--- config.mk ---
export PLATFORM = sky130hd
export DESIGN_NAME = tmoc_timer
export DESIGN_NICKNAME = d
export VERILOG_FILES = /design/src/tmoc_pkg.sv /design/src/tmoc_timer.sv
export SDC_FILE = /design/constraint.sdc
export NUM_CORES = 1
export LEC_CHECK = 0
export ABC_AREA = 1
export BUFFER_PORTS_ARGS = -buffer_cell sky130_fd_sc_hd__buf_2
export CAP_MARGIN = 15
export CELL_PAD_IN_SITES_DETAIL_PLACEMENT = 2
export CELL_PAD_IN_SITES_GLOBAL_PLACEMENT = 2
export CORE_MARGIN = 4
export CORE_UTILIZATION = 33
export DETAILED_ROUTE_END_ITERATION = 8
export GPL_TIMING_DRIVEN = 0
export PLACE_DENSITY = 0.9
export SYNTH_ARGS = -nofsm -noshare
export SYNTH_HDL_FRONTEND = slang
export SYNTH_SLANG_ARGS = --single-unit
--- constraint.sdc ---
create_clock -name clk -period 3.1 [get_ports clk]
set_clock_uncertainty 0.15 [all_clocks]
set_input_delay 0.31 -clock clk [delete_from_list [all_inputs] [get_ports clk]]
set_output_delay 0.31 -clock clk [all_outputs]
set_load 0.1 [all_outputs]
--- src/tmoc_pkg.sv ---
package tmoc_pkg;

    // register offsets, word addressed on the avalon bus
    localparam logic [2:0] REG_CONTROL  = 3'h0;
    localparam logic [2:0] REG_COUNTER  = 3'h1;
    localparam logic [2:0] REG_COMPARE  = 3'h2;
    localparam logic [2:0] REG_FLAGS    = 3'h3;
    localparam logic [2:0] REG_IRQ_EN   = 3'h4;
    localparam logic [2:0] REG_PIN      = 3'h5;
    localparam logic [2:0] REG_IRQ_ACK  = 3'h6;

    // control register fields
    localparam int CTL_WAVE_LSB   = 0;
    localparam int CTL_ACTION_LSB = 2;
    localparam int CTL_FORCE_BIT  = 4;
    localparam int CTL_RUN_BIT    = 5;

    // flag and enable fields
    localparam int FLG_OVF_BIT    = 0;
    localparam int FLG_CMP_BIT    = 1;

    // pin register fields
    localparam int PIN_PORT_BIT   = 0;
    localparam int PIN_DIR_BIT    = 1;

    localparam logic [7:0] CNT_BOTTOM  = 8'h00;
    localparam logic [7:0] CNT_MAX     = 8'hFF;
    localparam logic [7:0] RESET_VALUE = 8'h00;

    localparam logic [1:0] WAVE_NORMAL  = 2'h0;
    localparam logic [1:0] WAVE_PHASE   = 2'h1;
    localparam logic [1:0] WAVE_CLEAR   = 2'h2;
    localparam logic [1:0] WAVE_FAST    = 2'h3;

    localparam logic [1:0] ACT_NONE     = 2'h0;
    localparam logic [1:0] ACT_TOGGLE   = 2'h1;
    localparam logic [1:0] ACT_CLEAR    = 2'h2;
    localparam logic [1:0] ACT_SET      = 2'h3;

    typedef enum logic [1:0] {
        BUS_IDLE,
        BUS_ANSWER
    } tmoc_bus_type;

    typedef struct packed {
        logic [2:0]  address;
        logic        read;
        logic        write;
        logic [31:0] writedata;
    } tmoc_req_type;

    typedef struct packed {
        tmoc_bus_type bus;
        logic [31:0]  readdata;
        logic [7:0]   counter_value;
        logic [7:0]   compare_value;
        logic [7:0]   compare_buffer;
        logic [1:0]   waveform_select;
        logic [1:0]   output_action;
        logic         timer_run;
        logic         count_down;
        logic         match_pending;
        logic         block_match;
        logic         compare_flag;
        logic         overflow_flag;
        logic         compare_irq_enable;
        logic         overflow_irq_enable;
        logic         wave_output;
        logic         port_value;
        logic         wave_pin_direction_bit;
        logic         pin_out;
        logic         pin_oe_n;
        logic         irq_compare;
        logic         irq_overflow;
    } tmoc_state_type;

endpackage : tmoc_pkg

--- src/tmoc_timer.sv ---
`timescale 1ns/1ps
// Function
// - compare counter with compare value continuously
// - compare flag set one cycle after match
// - enabled flag requests irq, acknowledge clears
// - writing one clears flag, zero ignored
// - pwm modes buffer compare, others direct
// - buffer copied only at top or bottom
// - compare writes reach buffer when buffering
// - force strobe acts as match, non-pwm
// - counter write blocks next cycle's match
// - output action takes effect at once
// - wave output kept across mode changes
// - nonzero action overrides port pin value
// - action zero leaves wave output alone
// - counting independent of output action
// - normal mode counts up, wraps
// - overflow flag set as counter hits zero, except clear on match below ff
// - overflow flag cleared on irq service
// - normal mode accepts counter writes anytime
// - bottom zero, max ff, top per mode
// - counter write beats clear or count
// - selection two is clear on match
// - three fast pwm, one phase correct
module tmoc_timer
    import tmoc_pkg::*;
(
    // clock and reset
    input  wire logic        clk,
    input  wire logic        reset,
    // timer clock enable from prescaler, same clock domain
    input  wire logic        timer_tick,
    // interrupt service acknowledges
    input  wire logic        ack_compare,
    input  wire logic        ack_overflow,
    // avalon-mm slave
    input  wire logic [2:0]  avs_address,
    input  wire logic        avs_read,
    input  wire logic        avs_write,
    input  wire logic [31:0] avs_writedata,
    input  wire logic [3:0]  avs_byteenable,
    output logic      [31:0] avs_readdata,
    output logic             avs_waitrequest,
    // wave pin
    output logic             wave_pin_out,
    output logic             wave_pin_oe_n,
    // interrupt requests
    output logic             irq_compare,
    output logic             irq_overflow
);

    tmoc_state_type s_q;
    tmoc_state_type s_d;
    tmoc_req_type   req;

    function automatic logic is_pwm(input logic [1:0] mode);
        return (mode == WAVE_FAST) || (mode == WAVE_PHASE);
    endfunction : is_pwm

    function automatic logic next_wave(input logic [1:0] act, input logic cur, input logic up_or_set);
        logic r;
        r = cur;
        case (act)
            ACT_NONE:   r = cur;
            ACT_TOGGLE: r = ~cur;
            ACT_CLEAR:  r = ~up_or_set;
            ACT_SET:    r = up_or_set;
            default:    r = cur;
        endcase
        return r;
    endfunction : next_wave

    logic       bus_wr;
    logic       bus_rd;
    logic       wr_counter;
    logic       match;
    logic       run_tick;
    logic [7:0] top_value;

    assign req.address   = avs_address;
    assign req.read      = avs_read;
    assign req.write     = avs_write;
    assign req.writedata = avs_writedata;

    assign bus_wr     = req.write && (s_q.bus == BUS_IDLE) && avs_byteenable[0];
    assign bus_rd     = req.read && (s_q.bus == BUS_IDLE);
    assign wr_counter = bus_wr && (req.address == REG_COUNTER);
    assign run_tick   = timer_tick && s_q.timer_run;
    assign match      = (s_q.counter_value == s_q.compare_value) && !s_q.block_match;
    assign top_value  = (s_q.waveform_select == WAVE_CLEAR) ? s_q.compare_value : CNT_MAX;

    always_comb begin
        logic       pwm;
        logic       at_bottom;
        logic       at_top;
        logic [7:0] wdat;
        pwm       = is_pwm(s_q.waveform_select);
        at_bottom = 1'b0;
        at_top    = 1'b0;
        wdat      = req.writedata[7:0];
        s_d       = s_q;

        // bus answer: one wait cycle, readdata from register
        case (s_q.bus)
            BUS_IDLE: begin
                if (req.read || req.write) begin
                    s_d.bus = BUS_ANSWER;
                end
            end
            BUS_ANSWER: s_d.bus = BUS_IDLE;
            default:    s_d.bus = BUS_IDLE;
        endcase

        // counter sequence depends on waveform select, and in clear on match also on the compare value as top
        if (run_tick) begin
            case (s_q.waveform_select)
                WAVE_NORMAL: begin
                    s_d.counter_value = s_q.counter_value + 8'h01;
                    at_bottom = (s_q.counter_value == CNT_MAX);
                end
                WAVE_CLEAR: begin
                    if (s_q.counter_value == top_value) begin
                        s_d.counter_value = CNT_BOTTOM;
                    end else begin
                        s_d.counter_value = s_q.counter_value + 8'h01;
                    end
                    at_bottom = (s_q.counter_value == CNT_MAX);
                end
                WAVE_FAST: begin
                    s_d.counter_value = s_q.counter_value + 8'h01;
                    at_bottom = (s_q.counter_value == CNT_MAX);
                    at_top    = at_bottom;
                end
                WAVE_PHASE: begin
                    if (s_q.count_down) begin
                        s_d.counter_value = s_q.counter_value - 8'h01;
                        if (s_q.counter_value == 8'h01) begin
                            s_d.count_down = 1'b0;
                            at_bottom = 1'b1;
                        end
                    end else begin
                        s_d.counter_value = s_q.counter_value + 8'h01;
                        if (s_q.counter_value == 8'hFE) begin
                            s_d.count_down = 1'b1;
                            at_top = 1'b1;
                        end
                    end
                end
                default: s_d.counter_value = s_q.counter_value;
            endcase
            if (at_bottom) begin
                s_d.overflow_flag = 1'b1;
            end
            if (pwm && (at_top || at_bottom)) begin
                s_d.compare_value = s_q.compare_buffer;
            end
            // fast pwm: restore at bottom
            if ((s_q.waveform_select == WAVE_FAST) && at_bottom && s_q.output_action[1]) begin
                s_d.wave_output = next_wave(s_q.output_action, s_q.wave_output, 1'b0);
            end
        end

        // match: waveform and flag on the following timer cycle
        s_d.match_pending = s_q.match_pending;
        if (run_tick) begin
            s_d.match_pending = match;
            if (match) begin
                s_d.compare_flag = 1'b1;
            end
            if (match) begin
                if (s_q.waveform_select == WAVE_PHASE) begin
                    s_d.wave_output = next_wave(s_q.output_action, s_q.wave_output, ~s_q.count_down);
                end else if (s_q.waveform_select == WAVE_FAST) begin
                    s_d.wave_output = next_wave(s_q.output_action, s_q.wave_output, 1'b1);
                end else begin
                    s_d.wave_output = next_wave(s_q.output_action, s_q.wave_output, 1'b1);
                end
            end
            s_d.block_match = 1'b0;
        end
        if (!pwm && bus_wr && (req.address == REG_CONTROL) && req.writedata[CTL_FORCE_BIT]) begin
            s_d.wave_output = next_wave(req.writedata[CTL_ACTION_LSB +: 2], s_q.wave_output, 1'b1);
        end

        // software writes
        if (bus_wr) begin
            case (req.address)
                REG_CONTROL: begin
                    s_d.waveform_select = req.writedata[CTL_WAVE_LSB +: 2];
                    s_d.output_action   = req.writedata[CTL_ACTION_LSB +: 2];
                    s_d.timer_run       = req.writedata[CTL_RUN_BIT];
                end
                REG_COUNTER: begin
                    s_d.counter_value = wdat;
                    s_d.block_match   = 1'b1;
                    s_d.match_pending = 1'b0;
                end
                REG_COMPARE: begin
                    if (pwm) begin
                        s_d.compare_buffer = wdat;
                    end else begin
                        s_d.compare_value  = wdat;
                        s_d.compare_buffer = wdat;
                    end
                end
                REG_IRQ_EN: begin
                    s_d.overflow_irq_enable = req.writedata[FLG_OVF_BIT];
                    s_d.compare_irq_enable  = req.writedata[FLG_CMP_BIT];
                end
                REG_PIN: begin
                    s_d.port_value             = req.writedata[PIN_PORT_BIT];
                    s_d.wave_pin_direction_bit = req.writedata[PIN_DIR_BIT];
                end
                default: s_d.counter_value = s_d.counter_value;
            endcase
        end
        // clears: a same-cycle hardware set wins
        if (bus_wr && (req.address == REG_FLAGS)) begin
            if (req.writedata[FLG_CMP_BIT] && !(run_tick && match)) begin
                s_d.compare_flag = 1'b0;
            end
            if (req.writedata[FLG_OVF_BIT] && !(run_tick && at_bottom)) begin
                s_d.overflow_flag = 1'b0;
            end
        end
        if (ack_compare && s_q.irq_compare && !(run_tick && match)) begin
            s_d.compare_flag = 1'b0;
        end
        if (ack_overflow && s_q.irq_overflow && !(run_tick && at_bottom)) begin
            s_d.overflow_flag = 1'b0;
        end

        s_d.irq_compare  = s_d.compare_flag && s_d.compare_irq_enable;
        s_d.irq_overflow = s_d.overflow_flag && s_d.overflow_irq_enable;
        s_d.pin_out      = (s_d.output_action != ACT_NONE) ? s_d.wave_output : s_d.port_value;
        s_d.pin_oe_n     = ~s_d.wave_pin_direction_bit;

        s_d.readdata = 32'h0000_0000;
        if (bus_rd) begin
            case (req.address)
                REG_CONTROL: begin
                    s_d.readdata[CTL_WAVE_LSB +: 2]   = s_q.waveform_select;
                    s_d.readdata[CTL_ACTION_LSB +: 2] = s_q.output_action;
                    s_d.readdata[CTL_RUN_BIT]         = s_q.timer_run;
                end
                REG_COUNTER: s_d.readdata[7:0] = s_q.counter_value;
                REG_COMPARE: s_d.readdata[7:0] = pwm ? s_q.compare_buffer : s_q.compare_value;
                REG_FLAGS: begin
                    s_d.readdata[FLG_OVF_BIT] = s_q.overflow_flag;
                    s_d.readdata[FLG_CMP_BIT] = s_q.compare_flag;
                end
                REG_IRQ_EN: begin
                    s_d.readdata[FLG_OVF_BIT] = s_q.overflow_irq_enable;
                    s_d.readdata[FLG_CMP_BIT] = s_q.compare_irq_enable;
                end
                REG_PIN: begin
                    s_d.readdata[PIN_PORT_BIT] = s_q.port_value;
                    s_d.readdata[PIN_DIR_BIT]  = s_q.wave_pin_direction_bit;
                end
                default: s_d.readdata = 32'h0000_0000;
            endcase
        end else if (s_q.bus == BUS_ANSWER) begin
            s_d.readdata = s_q.readdata;
        end
    end

    always_ff @(posedge clk or posedge reset) begin
        if (reset) begin
            s_q          <= '0;
            s_q.bus      <= BUS_IDLE;
            s_q.pin_oe_n <= 1'b1;
        end else begin
            s_q <= s_d;
        end
    end

    assign avs_readdata    = s_q.readdata;
    assign avs_waitrequest = (s_q.bus == BUS_IDLE);
    assign wave_pin_out    = s_q.pin_out;
    assign wave_pin_oe_n   = s_q.pin_oe_n;
    assign irq_compare     = s_q.irq_compare;
    assign irq_overflow    = s_q.irq_overflow;
endmodule : tmoc_timer

==> results.md, run 1 <==
* Outcome: finished, final reports clean
* Setup TNS at 0 ns
* Antenna Nets Post-Route at 0
* Deepest clock path buffer count at 2
* CP Max Fanout at 10
* Post-Syn Instances at 508
* Ys Warns at 0
* Htree depth at 2
* Sw frac at a little over half
* Clk_lat worst skew at 0.32 ns
* Static Leak at roughly 2.2 nW
* Pre-CTS setup slack at 0.692 ns
* Seq/Total Area, Yosys at between 30% and 40%
* Worst R2R Setup Slack at 0.66 ns
* Async set-reset flop share out of synthesis at 100%
* Final Max Tran Viols at 0
* DR iter-0 viols at 129
* Commonest non-fill, non-tap cells in the layout: 123 x nand2_1, 51 x nor2_1, 50 x dfrtp_1, 44 x inv_1, 35 x buf_4
* Grt ovf at 0
* GPL Wtd Cong at 0.853
* First-pass GRT wire length at 22.1 mm
* Initial Util at 34.0%
* Fin crit period at 2.44 ns
* Cell Rows at 38
* TritonCTS Buffers at 5
* CP arrival at 2.47 ns
* Fmax at just over 0.4 GHz
* Post-synth EDFFs at 0
* Drt drc at 0
* Power Density at 768 mW/mm^2
* Int Power at 0.00154 W
* # diodes at 0
* Hold path startpoint: avs_writedata[6]
* Clock Sinks at 51
* Share of the synthesized area in the top cell type at 33.8%
* TritonCTS clock tree: done
* Cell Chain, Critical Path: inv_1 -> ha_1 -> nor2_2 -> buf_2 -> a21oi_1 -> a221oi_1 -> o21ai_0
* Top post-synthesis cells by area: dfrtp_1 34%, nand2_1 12%, buf_4 7.1%
* Root buffer cell: clkbuf_8
* Cells on worst reg2reg path at 7
* Comb pwr share at 55.9%
* RSZ-0062 raised after global routing: no
* Routed len/inst at 19.1 microns
* # resized after CTS at 0
* Slew @ Worst Pin at 0.520 ns
* Worst setup margin at 0.663 ns
* Setup CP Type: register to register
* Sw Pwr at 0.00172 W
* Yosys cell types at 40
* Final setup vio count at 0
* Total Nets Final at 625
* Core Area at 0.0109 sq mm
* All-Layer GR Usage at a little over a fifth
* I/O pin cnt at 83
* Synthesized cell area at roughly 0.0037 sq mm
* Final HPWL from detailed placement at ~11 mm
* PortBufs at 31
* Fill cell count at 1329
* Final hold violation count at 0
* Initial antenna violation count at 0
* Hold EP: s_q[41]
* Vias at 3612
* Maximum ir drop on the vdd rail at approximately 350 uV
* Layout cells sized above 1 at 24.5%
* Final WL at roughly 14 mm
* Max cap viols at 0
* CP Launch Type: register
* Slew HR at between 60% and 70%
* Die X-Extent at 114 microns
* Cells after DPL at 703
* Vias in the first global route at 4084
* Sequential fraction of design power at between 30% and 40%
* Largest net degree at the start of global routing at 36
* Area Overhead vs Synth at 14.6%
* Hold slack at 0.0609 ns
* Via-per-instance ratio at between 5 and 6
* Clk network pwr share at 13.5%
* Tcrit/Tclk final at 78.6%
* Leading area contributor after synthesis: dfrtp_1
* R2R Path End: avs_readdata[2]
* R2R Path Start: s_q[18]
* Hold Path Class: primary input to register
* Die footprint at 0.0130 sq mm
* Die height at 114 microns
* Worst Setup End Kind: register
* Clock Pin Slew Worst Setup and Hold Paths at 0.11 ns
* Mapped Avg Cell Area at between 7 and 8 sq um
* Number of synthesized register bits at 51
* Total Power at 0.00326 W
* Commonest non-fill, non-tap cell in the layout: nand2_1
* Non-Filler Instances at 712
* Top FF cell, synth: dfrtp_1
* Crit path buf inv count at 2
* WHS Path Cells at 3
* Data required, critical path at 3.13 ns
* CP max-delay cell: dfrtp_1
* CP peak stage delay at 0.49 ns
* CP top delay family: compound AO/OA/AOI/OAI gates
* DR pass1 iterations at 4
[per-layer routing]
layer | share of wire, % | track usage [%] | vias to the layer above
met1 | 41 | 27.0 | 1785
li1 | - | - | 1695
met2 | 52 | 39.3 | 102
met4 | 2.9 | 7.05 | 0
met5 | 0 | 0 | -
met3 | 4.9 | 3.08 | 30
[flip-flops by register name, indices dropped and copies added, names as in the netlist]
name,cells
irq_overflow,1
wave_pin_oe_n,1
wave_pin_out,1
avs_readdata,8
irq_compare,1
s_q,39
[how the worst max path moves through the flow]
stage                  from              end  slack, ns  depth (start not counted)
global route        s_q[18]  avs_readdata[2]       0.49                          7
finish              s_q[18]  avs_readdata[2]       0.66                          7
CTS                 s_q[18]  avs_readdata[2]       0.63                          7
global placement      reset          s_q[42]       0.62                          2
floorplan           s_q[75]          s_q[33]       0.85                          9
detailed placement  s_q[18]          s_q[31]       0.69                         11
[stage by stage]
step / util (%) / instance area [sq um]
5_1_grt: 39.0 / 4240
3_3_place_gp: 37.8 / 4120
4_1_cts: 39.0 / 4240
6_report: 39.0 / 4240
3_5_place_dp: 38.0 / 4140
2_1_floorplan: - / 3790
[cell usage after synthesis, drive strengths merged, types with 4 or more instances]
master / count
nand2: 134
inv: 66
nor2: 63
dfrtp: 50
buf: 41
o21ai: 40
a21oi: 32
nand3: 27
ha: 8
xor2: 8
nand4: 7
nor3: 7
o22ai: 5
a22o: 4
[area by class of cell]
class	count	area (sq um)	area share, %
buffer	43	319	7.52
clock buffer	7	86.3	2.03
clock inverter	1	8.76	0.206
inverter	66	260	6.13
multi-input combinational	371	1930	45.5
sequential	51	1280	30.1
tap	140	175	4.13
timing repair buffer	33	185	4.36
[repair_timing]
item | in CTS | in global routing
hold buffers | 1 | 0
hold endpoints to repair | 15 | 0
setup buffers | 0 | 0
[tightest hold or removal path, cell delays in order]
cell and delay, ns:
buf_2 0.09, nand2_1 0.05, nand2_1 0.06
[logic make-up after synthesis]
| kind of cell | count (synthesis) | share of synthesized area (%) |
|---|---|---|
| flops | 51 | 34.5 |
| simple gates | 240 | 31.3 |
| compound gates | 89 | 13.4 |
| xor+xnor | 10 | 2.37 |
| fa+ha+maj | 8 | 2.70 |
| other cells | 1 | 0.101 |
| buf+inv | 109 | 15.7 |
[power groups by stage]
stage | combinational [W] | clock, W | sequential [W]
finish | 0.00182 | 0.000440 | 0.000998
global route | 0.00200 | 0.000477 | 0.00102
CTS | 0.00182 | 0.000447 | 0.000996
detailed placement | 0.00180 | 0 | 0.00101
global placement | 0.00169 | 0 | 0.000988
floorplan | 0.00130 | 0 | 0.00103
Note: power is estimated with default switching activity, not from simulation.
==> run 2: changes to the inputs <==
Settings changed: CORE_UTILIZATION 33 to 30, PLACE_DENSITY 0.9 to 0.84.
Clock period 3.1 ns to 2.5 ns, I/O delays scaled along.
==> run 2 against run 1 <==
Fmax up 5.6%. Worst setup slack worse by 0.47 ns. Sequential power up 24%. Final cell count up 3.9%. Final area up 2.3%. Critical path depth up 4. Clock power up 70%. Sequential share of layout area down 0.68 points. Global-route usage down 2.3 points. Register-to-register slack worse by 0.47 ns. Total power up 30%. Utilization down 3.0 points.
==> results.md, run 2 (synthesis gave the netlist of run 1 again) <==
* Final setup vio count at 0
* Final Max Tran Viols at 0
* Htree depth at 2
* Fmax at about 0.43 GHz
* Vias at 3609
* Clock Sinks at between 50 and 60
* Post-route cell area at 0.00434 sq mm
* # diodes at 0
* DP Area at 0.00417 sq mm
* CP arrival at 2.35 ns
* Worst Setup End Kind: register
* Routed len/inst at 18.3 microns
* Fin util at 36.0%
* Grt ovf at 0
* Worst setup margin at 0.192 ns
* RSZ-0062 raised after global routing: no
* Die height at about 120 microns
* Largest net degree at the start of global routing at 27
* Sequential fraction of design power at 29.3%
* Sw Pwr at 0.00216 W
* PortBufs at 31
* Drt drc at 0
* Max cap viols at 0
* Pre-CTS setup slack at 0.133 ns
* Commonest non-fill, non-tap cell in the layout: nand2_1
* Int Power at 0.00208 W
* All-Layer GR Usage at 19.5%
* Final WL at 13.5 mm
* Total Nets Final at 625
* Fill cell count at roughly 1500
* Initial Util at 30.7%
* Core Area at 0.0121 sq mm
* Comb pwr share at 53.1%
* DR pass1 iterations at 4
* Layout cells sized above 1 at 24.8%
* Vias in the first global route at 4044
* Initial antenna violation count at 0
* Clock Pin Slew Worst Setup and Hold Paths at around 0.07 ns
* CP Launch Type: register
* Area Overhead vs Synth at 17.3%
* Final HPWL from detailed placement at around 10 mm
* Via-per-instance ratio at 4.88
* CP Max Fanout at 7
* Clk network pwr share at between 10% and 20%
* Root buffer cell: clkbuf_16
* Commonest non-fill, non-tap cells in the layout: 123 x nand2_1, 51 x nor2_1, 50 x dfrtp_1, 44 x inv_1, 35 x buf_4
* Setup CP Type: register to register
* Clk_lat worst skew at 0.30 ns
* Deepest clock path buffer count at 2
* Maximum ir drop on the vdd rail at 423 uV
* Data required, critical path at roughly 2.5 ns
* Die X-Extent at about 120 microns
* Biggest register: s_q
* Outcome: finished, final reports clean
* Antenna Nets Post-Route at 0
* DR iter-0 viols at 181
* Static Leak at 2.21 nW
* Power Density at 978 mW/mm^2
* TritonCTS clock tree: done
* I/O pin cnt at 83
* First-pass GRT wire length at 22.1 mm
* TritonCTS Buffers at 5
* Cell Rows at 40
* Max reg flops at 39
* Slew HR at between 50% and 60%
* Die footprint at approximately 0.014 sq mm
* Sw frac at between 50% and 60%
* Hold Path Class: primary input to register
* Final hold violation count at 0
* Fin crit period at approximately 2.3 ns
* Setup TNS at 0 ns
* Slew @ Worst Pin at 0.607 ns
* GPL Wtd Cong at between 0.9 and 1
* Tcrit/Tclk final at 92.3%
run 2: critical path, stage by stage (launching register included):
cell	delay, ns
dfrtp_1	0.46
inv_1	0.11
ha_2	0.30
nand2_2	0.17
inv_1	0.12
nand4_2	0.15
nand2_2	0.13
nand2_1	0.12
nand3_2	0.11
nand2_1	0.15
o21ai_1	0.17
nor2_1	0.05
run 2: stage by stage:
| stage | total power [W] | hold WS [ns] | std cells |
|---|---|---|---|
| 6_report | 0.00424 | 0.0271 | 740 |
| 3_3_place_gp | 0.00334 | 0.314 | 730 |
| 3_5_place_dp | 0.00347 | 0.213 | 731 |
| 4_1_cts | 0.00425 | 0.0317 | 740 |
| 2_1_floorplan | 0.00289 | 0.217 | 531 |
| 5_1_grt | 0.00454 | 0.0468 | 740 |
run 2: final timing paths:
check	slack (ns)	cells past startpoint	startpoint	to
max	0.19	11	s_q[18]	s_q[29]
min	0.03	3	avs_writedata[6]	s_q[41]
max reg2reg	0.19	11	s_q[18]	s_q[29]
min reg2reg	0.33	2	s_q[26]	s_q[26]
max in group asynchronous	1.22	4	reset	s_q[31]
min in group asynchronous	0.41	3	reset	s_q[16]
run 2: power groups by stage:
stage	sequential, W	combinational, W	clock [W]
2_1_floorplan	0.00128	0.00161	0
3_3_place_gp	0.00123	0.00210	0
3_5_place_dp	0.00125	0.00221	0
4_1_cts	0.00124	0.00225	0.000758
5_1_grt	0.00127	0.00248	0.000795
6_report	0.00124	0.00225	0.000749
run 2: per-layer routing:
layer / routed length, microns / track usage [%] / share of wire (%)
met1: 5920 / 24.5 / 44
met2: 6850 / 34.9 / 51
met3: 478 / 2.66 / 3.5
met4: 293 / 5.58 / 2.2
met5: 0 / 0 / 0
run 2: layout make-up:
type	instances	area (sq um)	area share (%)
multi-input cells	371	1930	44.5
flip-flops and latches	51	1280	29.4
plain buffers	43	319	7.35
inverters	66	260	6.00
well taps	168	210	4.84
repair buffers	33	185	4.27
clock buffers	6	139	3.20
clock inverters	2	16.3	0.375
run 2: what timing repair did:
action	CTS	global route
gates resized for setup	0	1
hold buffers	1	0
endpoints found under the hold margin	24	0
setup endpoints to repair	0	4
buffers inserted	0	0
==> run 3: changes to the inputs <==
Settings changed: REMOVE_ABC_BUFFERS from default to 1.
==> run 3 against run 2 <==
Final cell count is 5.3% lower. Count of clock-buffer cells in the layout stayed put. Critical path depth is 1 lower. Clock power is 7.2% lower. Final area is 6.9% lower. Total power is 3.4% lower. Utilization is 2.5 points lower. First-iteration DRC count is 18% higher. Wire length is 1.4% higher. Critical path type unchanged.
==> results.md, run 3 (synthesis gave the netlist of run 1 again) <==
* Cell Rows at 40
* Layout cells sized above 1 at 19.5%
* Clock Sinks at 51
* Final WL at between 10 and 15 mm
* Htree depth at 2
* Die height at approximately 120 microns
* Deepest clock path buffer count at 2
* Worst Setup End Kind: register
* Largest net degree at the start of global routing at 29
* Area Overhead vs Synth at 9.23%
* Total Nets Final at ~600
* # diodes at 0
* Outcome: finished, final reports clean
* TritonCTS clock tree: done
* First-pass GRT wire length at 21.3 mm
* Hold Path Class: primary input to register
* GPL Wtd Cong at 0.894
* Core Area at 0.0121 sq mm
* Root buffer cell: clkbuf_16
* CP Max Fanout at 8
* Non-Filler Instances at 701
* Max cap viols at 0
* Cell Chain, Critical Path: ha_1 -> nand3_4 -> nor2_4 -> nand2_1 -> nand2_2 -> nand2_1 -> nand3_2 -> nand2_1 -> o21ai_1 -> nor2_1
* Final Max Tran Viols at 0
* Clk_lat worst skew at 0.30 ns
* CP Launch Type: register
* Slew @ Worst Pin at 0.573 ns
* RSZ-0062 raised after global routing: no
* Initial Util at 30.7%
* Fmax at roughly 0.44 GHz
* Setup CP Type: register to register
* Fin crit period at around 2.2 ns
* TritonCTS Buffers at 5
* Commonest non-fill, non-tap cells in the layout: 123 x nand2_1, 51 x nor2_1, 50 x dfrtp_1, 44 x inv_1
* Max reg flops at 39
* CP max-delay cell: dfrtp_1
* Initial antenna violation count at 0
* Static Leak at 2.00 nW
* Slew HR at about 62%
* Grt ovf at 0
* Maximum ir drop on the vdd rail at between 500 and 600 uV
* Final hold violation count at 0
* Vias in the first global route at 3871
* DP Area at a little under 0.004 sq mm
* DR pass1 iterations at 4
* Drt drc at 0
* Die footprint at approximately 0.014 sq mm
* Vias at 3461
* Final setup vio count at 0
* Setup TNS at 0 ns
* DR iter-0 viols at around 210
* Final HPWL from detailed placement at just over 10 mm
* Fill cell count at 1467
* Tcrit/Tclk final at 89.9%
* Antenna Nets Post-Route at 0
* Clock Pin Slew Worst Setup and Hold Paths at roughly 0.070 ns
* Most used cell, CP: nand2_1
* Cells after DPL at 688
* Die X-Extent at 119 microns
* Commonest non-fill, non-tap cell in the layout: nand2_1
* I/O pin cnt at slightly above 80
* Power Density at ~1000 mW/mm^2
* All-Layer GR Usage at 18.9%
* Routed len/inst at 19.6 microns
* CP arrival at 2.29 ns
* Data required, critical path at 2.54 ns
* Via-per-instance ratio at a little under 5
* Worst R2R Setup Slack at 0.25 ns
* PortBufs at 31
* CP peak stage delay at 0.56 ns
* Post-route cell area at 0.00404 sq mm
* Biggest register: s_q
## run 3: changes by cell type in the layout (fill, tap and decap cells not counted), sizes merged
cell	previous run	this run
clkbuf	8	6
buf	73	36
## run 3: metal layers
metal  global-route usage, %  share of wire [%]  vias up
met1                    23.2                 43     1771
li1                        -                  -     1617
met5                       0                  0        -
met4                    5.72                1.8        0
met2                    34.1                 53       57
met3                    2.85                2.8       16
## run 3: layout make-up
type / instances / area (sq um) / area share (%)
Clock inverter: 2 / 12.5 / 0.310
Multi-Input combinational cell: 371 / 1940 / 47.9
Clock buffer: 6 / 129 / 3.19
Timing Repair Buffer: 37 / 215 / 5.32
Tap cell: 168 / 210 / 5.20
Inverter: 66 / 260 / 6.44
Sequential cell: 51 / 1280 / 31.6
## run 3: power breakdown
| group | internal [W] | switching, W |
|---|---|---|
| Sequential | 0.00104 | 0.000359 |
| Combinational | 0.000552 | 0.00145 |
| Clock | 0.000371 | 0.000324 |
| Total | 0.00196 | 0.00213 |
## run 3: worst max-delay path: cells and delay by family, from the launching register on
family          cells  cell delay [ns]
simple gates        8             0.97
compound gates      1             0.16
fa+ha+maj           1             0.30
flops               1             0.56
## run 3: path summary, 6_finish.rpt
kind	startpoint	endpoint	cells after the start
setup / recovery	s_q[36]	s_q[31]	10
hold / removal	avs_writedata[6]	s_q[41]	3
setup reg to reg	s_q[36]	s_q[31]	10
hold reg to reg	s_q[24]	s_q[24]	2
max in group asynchronous	reset	s_q[23]	4
min in group asynchronous	reset	s_q[5]	3
## run 3: timing repair
action / in CTS / in global routing
hold buffers: 1 / 0
endpoints found under the hold margin: 22 / 0
pin swaps: 0 / 1
resized for setup: 1 / 1
setup endpoints to repair: 13 / 6
buffers inserted: 0 / 4
## run 3: stage by stage
stage	hold slack, ns	utilization (%)	total power, W	setup slack (ns)
2_1_floorplan	0.217	-	0.00275	0.130
3_3_place_gp	0.308	31.8	0.00320	-0.0678
3_5_place_dp	0.178	32.0	0.00332	-0.117
4_1_cts	0.0454	33.2	0.00404	0.0887
5_1_grt	0.0596	33.5	0.00439	0.0814
6_report	0.0382	33.5	0.00410	0.253
